<file path="config.mk">
export PLATFORM = sky130hd
export DESIGN_NAME = scp_clock_power
export DESIGN_NICKNAME = d
export VERILOG_FILES = /design/src/core/scp_pkg.sv /design/src/core/scp_clock_power.sv
export SDC_FILE = /design/constraint.sdc
export NUM_CORES = 1
export LEC_CHECK = 0
export BUFFER_PORTS_ARGS = -buffer_cell sky130_fd_sc_hd__buf_4
export CAP_MARGIN = 20
export CORE_MARGIN = 2
export CORE_UTILIZATION = 56
export DETAILED_ROUTE_END_ITERATION = 7
export GPL_TIMING_DRIVEN = 0
export HOLD_SLACK_MARGIN = 0.06
export PLACE_DENSITY = 0.86
export SETUP_SLACK_MARGIN = 0.5
export SYNTH_ARGS = -nofsm -noshare
export SYNTH_HDL_FRONTEND = slang
export SYNTH_SLANG_ARGS = --single-unit
</file>
<file path="constraint.sdc">
create_clock -name clk -period 4.5 [get_ports clk]
set_input_delay 0.45 -clock clk [delete_from_list [all_inputs] [get_ports clk]]
set_output_delay 0.45 -clock clk [all_outputs]
set_load 0.005 [all_outputs]
</file>
<file path="src/core/scp_pkg.sv">
// Constants and types of the system clock and power mode controller
package scp_pkg;

    ////////////////////////////////////////////////////////////////////////
    // Clock rates and derived counts
    localparam int unsigned CLK_HZ     = 25_000_000;
    localparam int unsigned SUB_HZ     = 32_768;
    localparam int unsigned SUB_DIV    = CLK_HZ / SUB_HZ;
    localparam int unsigned HS_START   = 1024;
    localparam int unsigned DIV_W      = 6;
    localparam int unsigned WDT_PRE    = 4;

    ////////////////////////////////////////////////////////////////////////
    // Clock source codes: 0 sub clock, 1..6 high/64..high/2, 7 high
    localparam logic [2:0] SRC_SUB     = 3'h0;
    localparam logic [2:0] SRC_HIGH    = 3'h7;
    localparam logic [2:0] CKS_SUB_MAX = 3'h1;
    localparam logic [2:0] CKS_OFFSET  = 3'h1;
    localparam int unsigned IDLE_KEEP_BIT = 7;

    ////////////////////////////////////////////////////////////////////////
    // Configuration option codes
    localparam logic OSC_RC      = 1'b0;
    localparam logic OSC_CRYSTAL = 1'b1;

    typedef enum logic [2:0] {
        MODE_NORMAL,
        MODE_SLOW,
        MODE_DEEP_HALT,
        MODE_HALT_SUB,
        MODE_IDLE_OFF,
        MODE_IDLE_ON
    } scp_mode_t;

endpackage : scp_pkg

</file>
<file path="src/core/scp_clock_power.sv">
// System clock selection and operating mode sequencer
//
// Contract
// - System clock picks high family or sub clock from select bit and divider field.
// - High clock comes from crystal or RC, fixed by configuration parameter.
// - Sub clock comes from crystal or RC, fixed by configuration parameter.
// - High clock offered whole or divided by 2 down to 64.
// - After wake-up the sub clock can stand in until high clock is ready.
// - Sub clock feeds watchdog, time base, timers, LCD and serial module.
// - Switching from high clock to sub clock stops the high oscillator.
// - Six modes: two run modes, four modes with CPU clock stopped.
// - Normal mode clocks CPU from high clock divided 1..64; sub clock runs.
// - Slow mode clocks CPU from sub clock with high clock off.
// - Halt with idle enable low enters one of the sleep modes.
// - Deep halt stops CPU, sub clock and watchdog clock; watchdog disabled.
// - Deep halt refused while voltage detect or LCD driver enabled.
// - Halt-sub mode keeps sub clock, and watchdog clock when fed by sub clock, for detect, LCD or watchdog.
// - Halt with idle enable and keep-on low enters idle with clock off.
// - Idle-off: watchdog clock off if fed by sysclk/4, on if sub clock.
// - Idle-off keeps sub clock peripherals running while CPU stops.
// - Idle with keep-on high keeps system clock and watchdog clock running.
// - With select low, divider 000/001 give sub, 010..111 give high/64..2.
// - Select high gives the undivided high clock as system clock.
// - Idle keep-on control sits at bit 7 of system control register.
`timescale 1ns/1ns

module scp_clock_power #(
    parameter logic        HIGH_OSC_CFG = scp_pkg::OSC_CRYSTAL,
    parameter logic        LOW_OSC_CFG  = scp_pkg::OSC_CRYSTAL,
    parameter int unsigned SUB_DIV      = scp_pkg::SUB_DIV,
    parameter int unsigned HS_START     = scp_pkg::HS_START
) (
    input  wire logic       clk,
    input  wire logic       rst,
    input  wire logic       highLowClockSelect,
    input  wire logic [2:0] clockDividerSelect,
    input  wire logic       idleOnHaltEnable,
    input  wire logic [7:0] systemControlReg,
    input  wire logic       voltageDetectEnable,
    input  wire logic       lcdDriverEnable,
    input  wire logic       watchdogEnable,
    input  wire logic       watchdogSrcSub,
    input  wire logic       fastWakeEnable,
    input  wire logic       haltExec,
    input  wire logic       wakeUp,
    output logic            sysClkTick,
    output logic            cpuClkTick,
    output logic            subClkTick,
    output logic            watchdogClkTick,
    output logic            highClkTick,
    output logic            highCrystalOscEn,
    output logic            highRcOscEn,
    output logic            lowCrystalOscEn,
    output logic            lowRcOscEn,
    output logic            highReady,
    output logic [2:0]      operatingMode
);

    ////////////////////////////////////////////////////////////////////////
    // Decoding helpers

    // Selection bits to source code
    function automatic logic [2:0] srcCode(input logic hl,
                                           input logic [2:0] cks);
        if (hl)
            srcCode = scp_pkg::SRC_HIGH;
        else if (cks <= scp_pkg::CKS_SUB_MAX)
            srcCode = scp_pkg::SRC_SUB;
        else
            srcCode = cks - scp_pkg::CKS_OFFSET;
    endfunction : srcCode

    // Tick of high clock divided by 2^(7-code)
    function automatic logic divTick(input logic [2:0] code,
                                     input logic [5:0] cnt);
        logic [5:0] mask;
        mask = 6'h3f >> (code - 3'h1);
        divTick = (cnt & mask) == mask;
    endfunction : divTick

    localparam logic [15:0] SUB_LAST  = 16'(SUB_DIV - 1);
    localparam logic [10:0] HS_LAST   = 11'(HS_START - 1);
    localparam logic [1:0]  WDT_LAST  = 2'(scp_pkg::WDT_PRE - 1);

    ////////////////////////////////////////////////////////////////////////
    // State

    scp_pkg::scp_mode_t mode_q, mode_d;
    logic [2:0]  src_q, src_d;
    logic [15:0] subCnt_q, subCnt_d;
    logic [5:0]  divCnt_q, divCnt_d;
    logic [10:0] startCnt_q, startCnt_d;
    logic [1:0]  wdtCnt_q, wdtCnt_d;
    logic        highReady_q, highReady_d;
    logic        fastWake_q, fastWake_d;
    logic        sysTick_q, cpuTick_q, subTick_q, wdtTick_q, highTick_q;
    logic        sysTick_d, cpuTick_d, subTick_d, wdtTick_d, highTick_d;
    logic        highOn_q, highOn_d;
    logic        subOn_q, subOn_d;

    logic [2:0]  reqSrc;
    logic        subNow, highNow, curTick, keepSub, idleKeep, running;

    always_comb begin
        idleKeep = systemControlReg[scp_pkg::IDLE_KEEP_BIT];
        reqSrc   = srcCode(highLowClockSelect, clockDividerSelect);
        keepSub  = voltageDetectEnable | lcdDriverEnable
                 | (watchdogEnable & watchdogSrcSub);
        running  = (mode_q == scp_pkg::MODE_NORMAL)
                 | (mode_q == scp_pkg::MODE_SLOW);
        mode_d      = mode_q;
        fastWake_d  = fastWake_q;
        highReady_d = highReady_q;
        startCnt_d  = startCnt_q;

        // Sub clock divider, stopped only in deep halt
        subNow   = subOn_q && (subCnt_q == SUB_LAST);
        subCnt_d = !subOn_q ? 16'h0 : subNow ? 16'h0 : subCnt_q + 16'h1;
        highNow  = highOn_q;
        divCnt_d = highOn_q ? divCnt_q + 6'h1 : 6'h0;

        // Active source tick, gates source changes
        if (src_q == scp_pkg::SRC_SUB)
            curTick = subNow;
        else
            curTick = highNow & highReady_q & divTick(src_q, divCnt_q);
        src_d = src_q;
        if (fastWake_q)
            src_d = scp_pkg::SRC_SUB;
        else if (curTick || (src_q != scp_pkg::SRC_SUB && !highReady_q))
            src_d = reqSrc;

        if (running && haltExec) begin
            if (!idleOnHaltEnable) begin
                // Detect or LCD forbids deep halt
                if (keepSub)
                    mode_d = scp_pkg::MODE_HALT_SUB;
                else
                    mode_d = scp_pkg::MODE_DEEP_HALT;
            end else if (idleKeep) begin
                mode_d = scp_pkg::MODE_IDLE_ON;
            end else begin
                mode_d = scp_pkg::MODE_IDLE_OFF;
            end
        end else if (!running && wakeUp) begin
            mode_d = (reqSrc == scp_pkg::SRC_SUB) ? scp_pkg::MODE_SLOW
                                                  : scp_pkg::MODE_NORMAL;
            // Sub clock stands in while high restarts
            fastWake_d = fastWakeEnable && reqSrc != scp_pkg::SRC_SUB
                       && !highReady_q
                       && mode_q != scp_pkg::MODE_DEEP_HALT
                       && HIGH_OSC_CFG == scp_pkg::OSC_CRYSTAL;
        end else if (running) begin
            // Pending switch to high stays normal, so high osc keeps running
            mode_d = (src_q == scp_pkg::SRC_SUB && !fastWake_q
                      && reqSrc == scp_pkg::SRC_SUB)
                   ? scp_pkg::MODE_SLOW : scp_pkg::MODE_NORMAL;
        end

        // High oscillator off when sub clock drives system, except during fast wake or a pending switch to high
        // Slow mode keeps high clock off
        case (mode_d)
            scp_pkg::MODE_NORMAL:    highOn_d = 1'b1;
            scp_pkg::MODE_IDLE_ON:   highOn_d = src_q != scp_pkg::SRC_SUB;
            default:                 highOn_d = 1'b0;
        endcase
        if (mode_d == scp_pkg::MODE_NORMAL && src_q == scp_pkg::SRC_SUB
            && reqSrc == scp_pkg::SRC_SUB && !fastWake_d)
            highOn_d = 1'b0;
        subOn_d = mode_d != scp_pkg::MODE_DEEP_HALT;

        // Startup count of high clock after it restarts
        if (!highOn_q) begin
            highReady_d = 1'b0;
            startCnt_d  = 11'h0;
        end else if (!highReady_q) begin
            startCnt_d  = startCnt_q + 11'h1;
            highReady_d = startCnt_q == HS_LAST;
        end
        if (highReady_q && fastWake_q)
            fastWake_d = 1'b0;

        // Sub clock peripherals unaffected by CPU stop except in deep halt
        sysTick_d = curTick && mode_q != scp_pkg::MODE_IDLE_OFF
                 && mode_q != scp_pkg::MODE_DEEP_HALT
                 && mode_q != scp_pkg::MODE_HALT_SUB;
        // CPU clock only in run modes
        cpuTick_d = curTick & running;
        subTick_d = subNow;
        highTick_d = highNow & highReady_q;

        wdtCnt_d = wdtCnt_q;
        if (watchdogSrcSub) begin
            wdtTick_d = subNow;
        end else begin
            wdtTick_d = sysTick_d && wdtCnt_q == WDT_LAST;
            if (sysTick_d)
                wdtCnt_d = wdtCnt_q + 2'h1;
        end
        // Watchdog clock stopped in deep halt
        if (mode_q == scp_pkg::MODE_DEEP_HALT)
            wdtTick_d = 1'b0;
    end

    always_ff @(posedge clk) begin
        if (rst) begin
            mode_q      <= scp_pkg::MODE_NORMAL;
            src_q       <= scp_pkg::SRC_HIGH;
            subCnt_q    <= 16'h0;
            divCnt_q    <= 6'h0;
            startCnt_q  <= 11'h0;
            wdtCnt_q    <= 2'h0;
            highReady_q <= 1'b0;
            fastWake_q  <= 1'b0;
            sysTick_q   <= 1'b0;
            cpuTick_q   <= 1'b0;
            subTick_q   <= 1'b0;
            wdtTick_q   <= 1'b0;
            highTick_q  <= 1'b0;
            highOn_q    <= 1'b1;
            subOn_q     <= 1'b1;
        end else begin
            mode_q      <= mode_d;
            src_q       <= src_d;
            subCnt_q    <= subCnt_d;
            divCnt_q    <= divCnt_d;
            startCnt_q  <= startCnt_d;
            wdtCnt_q    <= wdtCnt_d;
            highReady_q <= highReady_d;
            fastWake_q  <= fastWake_d;
            sysTick_q   <= sysTick_d;
            cpuTick_q   <= cpuTick_d;
            subTick_q   <= subTick_d;
            wdtTick_q   <= wdtTick_d;
            highTick_q  <= highTick_d;
            highOn_q    <= highOn_d;
            subOn_q     <= subOn_d;
        end
    end

    ////////////////////////////////////////////////////////////////////////
    // Outputs, oscillator enables fixed by configuration

    assign sysClkTick      = sysTick_q;
    assign cpuClkTick      = cpuTick_q;
    assign subClkTick      = subTick_q;
    assign watchdogClkTick = wdtTick_q;
    assign highClkTick     = highTick_q;
    assign highReady       = highReady_q;
    assign operatingMode   = mode_q;
    assign highCrystalOscEn = highOn_q & (HIGH_OSC_CFG == scp_pkg::OSC_CRYSTAL);
    assign highRcOscEn      = highOn_q & (HIGH_OSC_CFG == scp_pkg::OSC_RC);
    assign lowCrystalOscEn  = subOn_q & (LOW_OSC_CFG == scp_pkg::OSC_CRYSTAL);
    assign lowRcOscEn       = subOn_q & (LOW_OSC_CFG == scp_pkg::OSC_RC);

    ////////////////////////////////////////////////////////////////////////
    // Assertions

    a_deep_no_sub: assert property (@(posedge clk) disable iff (rst)
        mode_q == scp_pkg::MODE_DEEP_HALT |=> !subClkTick && !watchdogClkTick)
        else $error("clock active in deep halt");

    a_deep_refused: assert property (@(posedge clk) disable iff (rst)
        running && haltExec && (voltageDetectEnable || lcdDriverEnable)
        |=> mode_q != scp_pkg::MODE_DEEP_HALT)
        else $error("deep halt entered with detect or lcd on");

    a_sleep_choice: assert property (@(posedge clk) disable iff (rst)
        running && haltExec && !idleOnHaltEnable
        |=> mode_q inside {scp_pkg::MODE_DEEP_HALT, scp_pkg::MODE_HALT_SUB})
        else $error("halt with idle low did not sleep");

    a_idle_off: assert property (@(posedge clk) disable iff (rst)
        running && haltExec && idleOnHaltEnable
        && !systemControlReg[scp_pkg::IDLE_KEEP_BIT]
        |=> mode_q == scp_pkg::MODE_IDLE_OFF ##1 !sysClkTick)
        else $error("idle off mode wrong");

    a_idle_on: assert property (@(posedge clk) disable iff (rst)
        running && haltExec && idleOnHaltEnable
        && systemControlReg[scp_pkg::IDLE_KEEP_BIT]
        |=> mode_q == scp_pkg::MODE_IDLE_ON)
        else $error("idle on mode not entered");

    a_cpu_stopped: assert property (@(posedge clk) disable iff (rst)
        !running |=> !cpuClkTick)
        else $error("cpu clock in low power mode");

    a_slow_high_off: assert property (@(posedge clk) disable iff (rst)
        mode_q == scp_pkg::MODE_SLOW && $past(mode_q) == scp_pkg::MODE_SLOW
        |-> !highCrystalOscEn && !highRcOscEn)
        else $error("high oscillator on in slow mode");

    a_sub_period: assert property (@(posedge clk) disable iff (rst)
        subClkTick |=> !subClkTick)
        else $error("sub clock tick wider than one cycle");

    a_wdt_idle_off: assert property (@(posedge clk) disable iff (rst)
        mode_q == scp_pkg::MODE_IDLE_OFF && !watchdogSrcSub
        && $past(mode_q) == scp_pkg::MODE_IDLE_OFF |=> !watchdogClkTick)
        else $error("watchdog clock on in idle off from sysclk");

    a_half_ratio: assert property (@(posedge clk) disable iff (rst)
        sysClkTick && src_q == 3'h6 && $past(src_q) == 3'h6
        && $past(src_q, 2) == 3'h6 |=> !sysClkTick)
        else $error("divide by two ticks back to back");

endmodule : scp_clock_power

</file>
# Yosys cells after proc, flatten, opt, wreduce, memory -nomap -nowiden
# Cells that the tools add are included.
[classes]
muxes = 19
n_eq_ne = 11
shifts = 1
n_reduce_logical = 34
magnitude_cmp = 1
addsub = 6
n_bitwise = 11
[ops]
columns = ["cell", "n"]
rows = [
  ["two-way mux 3 bit", 8],
  ["logical AND 1 bit", 17],
  ["adder 16 x 1 -> 16 bit (second input constant)", 1],
  ["equality test 16 x 10 -> 1 bit (second input constant)", 1],
  ["zero test 3 bit", 4],
  ["adder 11 x 1 -> 11 bit (second input constant)", 1],
  ["equality test 11 x 10 -> 1 bit (second input constant)", 1],
  ["two-way mux 1 bit", 10],
  ["inequality test 3 x 2 -> 1 bit (second input constant)", 3],
  ["adder 6 x 1 -> 6 bit (second input constant)", 1],
  ["bitwise AND 6 bit", 1],
  ["equality test 6 bit", 1],
  ["nonzero test 3 bit", 2],
  ["OR reduction 2 bit", 3],
  [">> shifter 6 x 3 -> 6 bit (first input constant)", 1],
  ["subtractor 3 x 1 -> 3 bit (second input constant)", 2],
  ["bitwise AND 1 bit", 4],
  ["zero test 1 bit", 4],
  ["equality test 3 x 1 -> 1 bit (second input constant)", 1],
  ["equality test 3 x 2 -> 1 bit (second input constant)", 1],
  ["equality test 3 bit (second input constant)", 1],
  ["less-or-equal comparator 3 x 1 -> 1 bit (second input constant)", 1],
  ["inequality test 3 bit (second input constant)", 1],
  ["NOT 1 bit", 3],
  ["other kinds (8)", 10],
]
[totals]
wordCells = 98
input_bits = 22
out_inout_bits = 13
reg_bits = 50

# Depth between registers and ports, before layout
# Gate-level depths: netlist of run 1.
[depth]
ltp_word = 14
ltp_mapped = 9
ltp_nobuf = 9

# Worst setup path after synthesis of run 1
# Ideal clock, no wire load.
[synth_path]
path_kind = "register to register"
startpoint = "register src_q[0]"
endpoint = "register wdtCnt_q[0]"
path_slack_ps = 2623
path_buffers = 0
arrival_time_ps = 1756
t_required_ps = 4379
stages_incl_launch_ff = 10
setup_time_ps = 121
period_less_slack_ps = 1877
path_cell_list = "dfxtp_1 -> inv_1 -> ha_1 -> inv_1 -> ha_1 -> nor2b_1 -> o2111ai_1 -> nor3_1 -> o21a_2 -> mux2_4"
[synth_between]
elab_chain_len = 10
word_cells_on_any_way = 11
cone_classes = "1 x add/sub; 1 x eq/ne; 1 x shift; 1 x mux; 2 x bitwise; 5 x reduce/logical"
[synth_rtl]
columns = ["item", "line", "rtl"]
rows = [
  ["start, declared", "scp_clock_power.sv:89", "logic [2:0] src_q, src_d;"],
  ["start signal, assigned", "scp_clock_power.sv:208", "src_q <= scp_pkg::SRC_HIGH;"],
  ["start signal, assigned", "scp_clock_power.sv:224", "src_q <= src_d;"],
  ["subtractor 3 x 1 -> 3 bit", "scp_clock_power.sv:77", "mask = 6'h3f >> (code - 3'h1);"],
  [">> shifter 6 x 3 -> 6 bit", "scp_clock_power.sv:77", ""],
  ["bitwise AND 6 bit", "scp_clock_power.sv:78", "divTick = (cnt & mask) == mask;"],
  ["equality test 6 bit", "scp_clock_power.sv:78", ""],
  ["bitwise AND 1 bit", "scp_clock_power.sv:126", "curTick = highNow & highReady_q & divTick(src_q, divCnt_q);"],
  ["two-way mux 1 bit *", "scp_clock_power.sv:123", "if (src_q == scp_pkg::SRC_SUB)"],
  ["logical AND 1 bit *", "scp_clock_power.sv:184", "sysTick_d = curTick && mode_q != scp_pkg::MODE_IDLE_OFF"],
  ["logical AND 1 bit *", "scp_clock_power.sv:185", "&& mode_q != scp_pkg::MODE_DEEP_HALT"],
  ["logical AND 1 bit *", "scp_clock_power.sv:186", "&& mode_q != scp_pkg::MODE_HALT_SUB;"],
  ["AND reduction 2 bit (no source line) *", "n/a", ""],
  ["end signal, assigned", "scp_clock_power.sv:228", "wdtCnt_q <= wdtCnt_d;"],
  ["end, declared", "scp_clock_power.sv:93", "logic [1:0] wdtCnt_q, wdtCnt_d;"],
]
# Mark *: on every way between the ends. The rest lies on a longest branch, timed or not.
# A chain may end at the register's enable or synchronous reset.

# Worst setup path in the final report of run 1
[layout_path]
startpoint = "register src_q[1]"
endpoint = "register wdtCnt_q[0]"
# Same word-level chain as after synthesis.

==> results of run 1 <==
-- final cells by class --
type | count | area [µm²]
multi-input combinational | 208 | 1310
sequential | 50 | 1000
fill | 342 | 1320
tap | 50 | 62.6
timing repair buffer | 25 | 188
buffer | 7 | 41.3
clock inverter | 3 | 21.3
clock buffer | 5 | 68.8
inverter | 11 | 41.3
-- cells in the mapped netlist, drive strengths merged, types with 3 or more instances --
master,number
dfxtp,50
xnor2,11
inv,10
nor2b,8
ha,11
and3,5
nand2b,7
nor2,50
buf,5
and2,3
o21ai,6
or2,4
a21oi,8
xor2,17
nand4,4
nor3,9
nand3,17
nand2,16
-- sequential cells by signal, indices dropped and copies added (netlist names) --
signal            count
subClkTick            1
highClkTick           1
startCnt_q           11
fastWake_q            1
subCnt_q             16
highReady             1
cpuClkTick            1
divCnt_q              6
watchdogClkTick       1
lowCrystalOscEn       1
sysClkTick            1
wdtCnt_q              2
highCrystalOscEn      1
src_q                 3
operatingMode         3
-- cell families (layout without fill, tap and decap cells) --
family | Yosys count | in the layout | share of synthesized area (%)
flip-flops | 50 | 50 | 41.8
multiplexers | 3 | 3 | 1.46
XOR/XNOR | 28 | 28 | 10.3
other | 1 | 2 | 0.157
adder cells (fa/ha/maj) | 11 | 11 | 5.75
AND/OR/NAND/NOR | 134 | 134 | 28.2
AO/OA/AOI/OAI | 30 | 30 | 8.84
buffers and inverters | 18 | 51 | 3.45
-- worst min path at each step --
stage / from / cells after the start / to
CTS: divCnt_q[0] / 1 / divCnt_q[0]
detailed placement: divCnt_q[0] / 1 / divCnt_q[0]
finish: divCnt_q[0] / 1 / divCnt_q[0]
global route: wdtCnt_q[1] / 2 / wdtCnt_q[1]
floorplan: divCnt_q[0] / 1 / divCnt_q[0]
global placement: divCnt_q[0] / 1 / divCnt_q[0]
-- worst max-delay path, cell delays in order, from the launching register on --
cell,delay [ns]
dfxtp_1,0.30
inv_1,0.11
ha_1,0.17
inv_1,0.05
ha_1,0.28
nor2b_1,0.13
o2111ai_1,0.14
nor3_1,0.30
o21a_2,0.20
mux2_4,0.30
-- metrics by stage --
step	hold WS (ns)	util [%]	power, mW	setup slack, ns
2_1_floorplan	0.421	-	0.535	2.62
3_3_place_gp	0.440	65.2	0.564	2.49
3_5_place_dp	0.453	65.2	0.568	2.42
4_1_cts	0.474	67.4	0.823	2.41
5_1_grt	0.505	67.4	0.855	2.26
6_report	0.469	67.4	0.814	2.42
-- power breakdown --
group / switching (mW) / internal, mW
clock network: 0.148 / 0.109
registers: 0.0128 / 0.456
logic: 0.0468 / 0.0422
-- per-layer routing --
layer,routed length (µm),up-vias
met5,0,-
met1,2070,882
met3,142,7
met4,73,0
li1,-,1003
met2,2050,27
==> impl_metrics.env, run 1 <==
export IMPL_status="finished, final reports clean"
export IMPL_tns_ns=0
export IMPL_core_area_um2=4060
export IMPL_numPortBuffers=25
export IMPL_r2r_setup_slack_ns=2.42
export IMPL_clk_pin_slew_worst_paths_ns=0.09
export IMPL_root_buffer="clkbuf_8"
export IMPL_htree_num_levels=2
export IMPL_grt_pass1_wl_um=7710
export IMPL_rsz0062_at_grt="false"
export IMPL_io_pins=35
export IMPL_synth_top_area_share_pct=41.8
export IMPL_arrival_ns=2.29
export IMPL_r2r_cells=9
export IMPL_crit_start="src_q[1]"
export IMPL_ys_types=50
export IMPL_timing_fmax_mhz=480
export IMPL_required_ns=4.71
export IMPL_path_class="register to register"
export IMPL_cts_resized=0
export IMPL_place_area_um2=2650
export IMPL_fp_dieW_um=69.4
export IMPL_fin_crit_sh_pct=46.3
export IMPL_cap_violations=0
export IMPL_yosys_most_used_dff="dfxtp_1"
export IMPL_layout_drive_gt1_share_pct=15.2
export IMPL_stdcell_area_um2=2740
export IMPL_grt_start_max_net_pins=17
export IMPL_first_global_vias=1807
export IMPL_ant_nets=0
export IMPL_mostFrequentLayoutCells="nor2_1, dfxtp_1, buf_4"
export IMPL_finalHoldViolations=0
export IMPL_antenna_found_initial=0
export IMPL_report_final_slew_viol_count=0
export IMPL_yosysWarnings=0
export IMPL_dr_pass1_iters=4
export IMPL_p_leak_nw=1.12
export IMPL_r2r_start="src_q[1]"
export IMPL_fin_skew_ns=0.00737
export IMPL_cts_inserted_buffers=5
export IMPL_clockBufferDepth=2
export IMPL_period_needed_ns=2.08
export IMPL_grt_met3_usage_pct=4.36
export IMPL_drt_iter0_markers=43
export IMPL_global_route_usage_met2_pct=33.2
export IMPL_avgSynthCellArea_um2=8.70
export IMPL_nets=341
export IMPL_netlist_instances=275
export IMPL_critPathMaxFanout=4
export IMPL_crit_path_end="wdtCnt_q[0]"
export IMPL_cts_setup_buffers=0
export IMPL_synth_edff_count=0
export IMPL_antenna_cells=0
export IMPL_grt_use_met1_pct=23.9
export IMPL_ys_seq_area_share_pct=41.8
export IMPL_ys_ff_latch=50
export IMPL_routed_via_density=5.35
export IMPL_powerDensity_nw_per_um2=298
export IMPL_netlist_top_cells_area="dfxtp_1, nor2_1, xor2_1, ha_1, xnor2_1"
export IMPL_cts_tree="yes"
export IMPL_wirelength_um=4330
export IMPL_vias=1919
export IMPL_place_inst=351
export IMPL_min_path_type="register to register"
export IMPL_syn_cell_area_um2=2390
export IMPL_fin_cells=359
export IMPL_ctsHoldBuffers=0
export IMPL_clk_latency_ns=0.31
export IMPL_start_kind="register"
export IMPL_yosysTopAreaCell="dfxtp_1"
export IMPL_initial_core_util_pct=59.0
export IMPL_top_usage_layer="met2"
export IMPL_area_growth_pct=14.4
export IMPL_grtUsageTotal_pct=19.4
export IMPL_gp_congestion=0.770
export IMPL_critical_path_endpoint_type="register"
export IMPL_die_area_um2=4810
export IMPL_grt_ovfl_total=0
export IMPL_cts_sinks=50
export IMPL_dp_hpwl_um=3320
export IMPL_fp_dieH_um=69.4
export IMPL_synthArstFlopShare_pct=0
export IMPL_post_drt_wl_per_cell_um=12.1
export IMPL_setup_violations=0
export IMPL_worstReg2RegEnd="wdtCnt_q[0]"
export IMPL_num_rows=23
export IMPL_ir_drop_uv=236
export IMPL_drcViolationCount=0
Power figures use the tool's default switching activity.
==> run 2: changes to the inputs <==
--- a/config.mk
+++ b/config.mk
@@ -8,11 +8,11 @@
 export BUFFER_PORTS_ARGS = -buffer_cell sky130_fd_sc_hd__buf_4
 export CAP_MARGIN = 20
 export CORE_MARGIN = 2
-export CORE_UTILIZATION = 56
+export CORE_UTILIZATION = 51
 export DETAILED_ROUTE_END_ITERATION = 7
 export GPL_TIMING_DRIVEN = 0
 export HOLD_SLACK_MARGIN = 0.06
-export PLACE_DENSITY = 0.86
+export PLACE_DENSITY = 0.83
 export SETUP_SLACK_MARGIN = 0.5
 export SYNTH_ARGS = -nofsm -noshare
 export SYNTH_HDL_FRONTEND = slang
==> constraint.sdc (replaced) <==
create_clock -name clk -period 1.8 [get_ports clk]
set_input_delay 0.18 -clock clk [delete_from_list [all_inputs] [get_ports clk]]
set_output_delay 0.18 -clock clk [all_outputs]
set_load 0.005 [all_outputs]
==> run 2 against run 1 <==
  * The run now ends with setup timing left
  * Non-clock buffer count is 20 higher
  * Count of clock-buffer cells in the layout stayed put
  * Combinational power grew to 4.0 times the previous value
  * Power grew to 2.8 times the previous value
  * Die area is 9.2% higher
  * Critical path type unchanged
  * First-iteration DRC count grew to 3.8 times the previous value
  * Highest routed layer unchanged
==> impl_metrics.env, run 2 (synthesis results as in run 1) <==
export IMPL_status="finished, violations left"
export IMPL_violations="setup timing"
export IMPL_grt_pass1_wl_um=9200
export IMPL_fp_dieW_um=72.5
export IMPL_crit_slowest_cell="dfxtp_2"
export IMPL_wirelength_um=6100
export IMPL_initial_core_util_pct=53.8
export IMPL_top_regs="subCnt_q (16), startCnt_q (11), divCnt_q (6)"
export IMPL_clk_pin_slew_worst_paths_ns=0.09
export IMPL_cts_tree="yes"
export IMPL_dp_hpwl_um=3490
export IMPL_r2r_cells=9
export IMPL_report_final_slew_viol_count=0
export IMPL_top_register="subCnt_q"
export IMPL_routed_via_density=5.79
export IMPL_num_rows=24
export IMPL_max_stage_delay_ns=0.33
export IMPL_final_common_cell="dfxtp_1"
export IMPL_finalPower_mw=2.31
export IMPL_rsz0062_at_grt="true"
export IMPL_tightest_slew_ns=0.560
export IMPL_area_growth_pct=38.0
export IMPL_path_class="register to register"
export IMPL_gp_congestion=0.842
export IMPL_worst_hold_slack_ns=0.315
export IMPL_mostFrequentLayoutCells="dfxtp_1, buf_4, nor2_1"
export IMPL_crit_path_end="wdtCnt_q[0]"
export IMPL_period_needed_ns=1.93
export IMPL_vias=2206
export IMPL_post_drt_wl_per_cell_um=16.0
export IMPL_cts_inserted_buffers=5
export IMPL_io_pins=35
export IMPL_nets=361
export IMPL_finalHoldViolations=0
export IMPL_grt_ovfl_total=0
export IMPL_grt_start_max_net_pins=16
export IMPL_root_buffer="clkbuf_8"
export IMPL_dr_pass1_iters=4
export IMPL_worstReg2RegEnd="wdtCnt_q[0]"
export IMPL_r2r_start="src_q[0]"
export IMPL_required_ns=2.00
export IMPL_timing_fmax_mhz=518
export IMPL_ant_nets=0
export IMPL_clockBufferDepth=2
export IMPL_r2r_setup_slack_ns=-0.13
export IMPL_layout_drive_gt1_share_pct=39.2
export IMPL_critPathMaxFanout=3
export IMPL_crit_start="src_q[0]"
export IMPL_die_area_um2=5250
export IMPL_cts_sinks=50
export IMPL_p_leak_nw=1.31
export IMPL_antenna_found_initial=0
export IMPL_fp_dieH_um=72.5
export IMPL_setup_violations=6
export IMPL_start_kind="register"
export IMPL_grtUsageTotal_pct=22.2
export IMPL_first_global_vias=2123
export IMPL_core_area_um2=4440
export IMPL_largest_reg_flops=16
export IMPL_htree_num_levels=2
export IMPL_drcViolationCount=0
export IMPL_numPortBuffers=25
export IMPL_fin_crit_sh_pct=107
export IMPL_min_from="watchdogSrcSub"
export IMPL_arrival_ns=2.14
export IMPL_clk_latency_ns=0.31
export IMPL_layout_setup_ws_ns=-0.132
export IMPL_cap_violations=0
export IMPL_antenna_cells=0
export IMPL_min_path_type="input pin to register"
export IMPL_fin_skew_ns=0.00640
export IMPL_tns_ns=-0.511
export IMPL_critical_path_endpoint_type="register"
export IMPL_drt_iter0_markers=164
export IMPL_powerDensity_nw_per_um2=701
export IMPL_ir_drop_uv=556
export IMPL_crit_chain="inv_2, ha_4, inv_2, ha_4, nor2b_4, o2111ai_4, nor3_4, o21a_2, mux2_4"
export IMPL_slew_headroom_pct=61.7
## run 2: worst min path at each step
stage,endpoint,cells after the start
after floorplan,divCnt_q[0],1
after global placement,divCnt_q[0],1
after detailed placement,divCnt_q[0],1
after CTS,watchdogClkTick,3
after global routing,watchdogClkTick,3
final,watchdogClkTick,3
## run 2: power by group
group	leakage [nW]	internal, mW	switching (mW)
clock	0.0579	0.409	0.373
combinational	0.844	0.174	0.181
sequential	0.409	1.14	0.0385
## run 2: routing by layer
metal  global-route usage, %  wire length (µm)  vias up  part of all wire, %
li1                        -                 -     1045                    -
met1                    26.5              2450     1079                   40
met2                    39.0              3200       67                   52
met3                    4.44               291       15                  4.8
met4                    9.05               171        0                  2.8
met5                       0                 0        -                    0
## run 2: through the flow
stage | util [%] | instances | cell area, µm² | worst slack [ns]
CTS | 69.2 | 375 | 3080 | -0.121
finish | 74.3 | 381 | 3300 | -0.132
detailed placement | 60.9 | 353 | 2710 | -0.270
floorplan | - | 276 | 2450 | -0.0244
global placement | 60.9 | 353 | 2710 | -0.225
global route | 74.3 | 381 | 3300 | -0.195
## run 2: layout make-up
cell class | count | area, µm²
sequential | 50 | 1020
tap | 52 | 65.1
buffer | 7 | 47.5
fill | 281 | 1140
timing repair buffer | 45 | 375
multi-input combinational | 208 | 1640
clock inverter | 3 | 40.0
clock buffer | 5 | 68.8
inverter | 11 | 43.8
## run 2: timing repair
item                                    4_1_cts  5_1_grt
endpoints found under the setup margin       33       40
gates cloned                                  1        0
hold buffers                                  0        0
gates resized for setup                      39       47
setup buffers                                13        6
pin swaps                                    12       21
## run 2: worst max-delay path: cells and delay by family (launching register included)
| family | cells | cell delay, ns |
|---|---|---|
| multiplexers | 1 | 0.30 |
| flip-flops | 1 | 0.33 |
| adder cells (fa/ha/maj) | 2 | 0.39 |
| AO/OA/AOI/OAI | 2 | 0.36 |
| buffers and inverters | 2 | 0.11 |
| AND/OR/NAND/NOR | 2 | 0.34 |
==> run 3: changes to the inputs <==
--- a/config.mk
+++ b/config.mk
@@ -9,11 +9,13 @@
 export CAP_MARGIN = 20
 export CORE_MARGIN = 2
 export CORE_UTILIZATION = 51
+export CTS_CLUSTER_DIAMETER = 40
 export DETAILED_ROUTE_END_ITERATION = 7
 export GPL_TIMING_DRIVEN = 0
 export HOLD_SLACK_MARGIN = 0.06
 export PLACE_DENSITY = 0.83
 export SETUP_SLACK_MARGIN = 0.5
+export SKIP_CTS_REPAIR_TIMING = 1
 export SYNTH_ARGS = -nofsm -noshare
 export SYNTH_HDL_FRONTEND = slang
 export SYNTH_SLANG_ARGS = --single-unit
==> run 3 against run 2 <==
  * The flow still finishes with violations (setup timing)
  * Global-route usage down 3.1 points
  * Sequential cell count did not move
  * Die area unchanged
  * Non-clock buffer count is 6 lower
  * Power fell by 3.1%
  * Sequential share of layout area grew 1.9 points
  * Combinational power down 18%
  * Critical path type unchanged
  * Largest cell class unchanged
==> impl_metrics.env, run 3 (synthesis results as in run 1) <==
export IMPL_status="finished, violations left"
export IMPL_violations="setup timing"
export IMPL_antenna_found_initial=0
export IMPL_grt_pass1_wl_um=8000
export IMPL_fin_skew_ns=0.00376
export IMPL_min_path_cells=3
export IMPL_mostFrequentLayoutCells="dfxtp_1, buf_4, nor2_1"
export IMPL_worstReg2RegEnd="wdtCnt_q[0]"
export IMPL_finalPower_mw=2.24
export IMPL_arrival_ns=2.21
export IMPL_layout_drive_gt1_share_pct=33.4
export IMPL_die_area_um2=5250
export IMPL_min_path_type="input pin to register"
export IMPL_fp_dieW_um=72.5
export IMPL_intPower_mw=1.69
export IMPL_first_global_vias=1909
export IMPL_drt_iter0_markers=121
export IMPL_switching_share_pct=24.6
export IMPL_r2r_start="src_q[0]"
export IMPL_tightest_slew_ns=0.515
export IMPL_path_class="register to register"
export IMPL_p_seq_share_pct=52.3
export IMPL_report_final_slew_viol_count=0
export IMPL_drcViolationCount=0
export IMPL_cts_tree="yes"
export IMPL_fp_dieH_um=72.5
export IMPL_top_register="subCnt_q"
export IMPL_r2r_setup_slack_ns=-0.21
export IMPL_place_area_um2=2710
export IMPL_clk_latency_ns=0.30
export IMPL_gp_congestion=0.842
export IMPL_nets=355
export IMPL_period_needed_ns=2.01
export IMPL_clkPwrFrac_pct=34.7
export IMPL_htree_num_levels=2
export IMPL_p_switching_uw=551
export IMPL_setup_violations=24
export IMPL_layout_setup_ws_ns=-0.209
export IMPL_final_common_cell="dfxtp_1"
export IMPL_p_leak_nw=1.25
export IMPL_grt_start_max_net_pins=16
export IMPL_io_pins=35
export IMPL_root_buffer="clkbuf_8"
export IMPL_core_area_um2=4440
export IMPL_rsz0062_at_grt="true"
export IMPL_crit_path_end="wdtCnt_q[0]"
export IMPL_antenna_cells=0
export IMPL_worst_hold_slack_ns=0.295
export IMPL_grtUsageTotal_pct=19.1
export IMPL_utilization_pct=69.5
export IMPL_critPathMaxFanout=3
export IMPL_area_growth_pct=29.1
export IMPL_r2r_cells=9
export IMPL_crit_start="src_q[0]"
export IMPL_stdcell_area_um2=3090
export IMPL_fin_crit_sh_pct=112
export IMPL_required_ns=2.00
export IMPL_ant_nets=0
export IMPL_slew_headroom_pct=65.6
export IMPL_grt_ovfl_total=0
export IMPL_timing_fmax_mhz=498
export IMPL_critical_path_endpoint_type="register"
export IMPL_post_drt_wl_per_cell_um=14.3
export IMPL_cts_inserted_buffers=5
export IMPL_clk_pin_slew_worst_paths_ns=0.09
export IMPL_numPortBuffers=25
export IMPL_place_inst=353
export IMPL_largest_reg_flops=16
export IMPL_vias=2068
export IMPL_wirelength_um=5380
export IMPL_dp_hpwl_um=3490
export IMPL_num_rows=24
export IMPL_fillers=331
export IMPL_fin_cells=375
export IMPL_start_kind="register"
export IMPL_dr_pass1_iters=4
export IMPL_powerDensity_nw_per_um2=726
export IMPL_clockBufferDepth=2
export IMPL_cts_sinks=50
export IMPL_routed_via_density=5.51
export IMPL_combPwrFrac_pct=13.0
export IMPL_cap_violations=0
export IMPL_ir_drop_uv=556
export IMPL_initial_core_util_pct=53.8
export IMPL_top_regs="subCnt_q (16), startCnt_q (11), divCnt_q (6)"
export IMPL_finalHoldViolations=0
==> run 3: worst min path at each step <==
stage / from / endpoint
floorplan: divCnt_q[0] / divCnt_q[0]
global placement: divCnt_q[0] / divCnt_q[0]
detailed placement: divCnt_q[0] / divCnt_q[0]
CTS: watchdogSrcSub / watchdogClkTick
global route: watchdogSrcSub / watchdogClkTick
finish: watchdogSrcSub / watchdogClkTick
==> run 3: per-layer routing <==
metal / track usage [%] / part of all wire (%)
met1: 23.3 / 41
met2: 33.5 / 52
met3: 3.75 / 5.0
met4: 6.79 / 1.7
met5: 0 / 0
==> run 3: through the flow <==
stage / worst slack (ns) / setup TNS (ns)
finish: -0.209 / -2.04
global route: -0.291 / -3.75
CTS: -0.282 / -2.50
detailed placement: -0.270 / -2.06
global placement: -0.225 / -1.23
floorplan: -0.0244 / -0.0244
==> run 3: power groups by stage <==
stage	Clock, mW	Combinational (mW)	Sequential [mW]
4_1_cts	0.793	0.235	1.17
5_1_grt	0.830	0.322	1.18
6_report	0.777	0.292	1.17
3_3_place_gp	0	0.226	1.20
2_1_floorplan	0	0.156	1.19
3_5_place_dp	0	0.234	1.20
==> run 3: final cells by class <==
class	instances	area, µm²	area share [%]
plain buffers	7	50.0	1.62
repair buffers	39	322	10.4
multi-input cells	208	1480	48.0
flip-flops and latches	50	1020	33.0
clock buffers	5	68.8	2.23
well taps	52	65.1	2.11
inverters	11	43.8	1.42
clock inverters	3	40.0	1.30
==> run 3: critical path: stages (launching register included) <==
cell and delay (ns):
dfxtp_2 0.33, inv_2 0.09, ha_4 0.13, inv_2 0.04
ha_4 0.25, nor2b_4 0.13, o2111ai_2 0.14, nor3_2 0.28
o21a_2 0.21, mux2_4 0.30
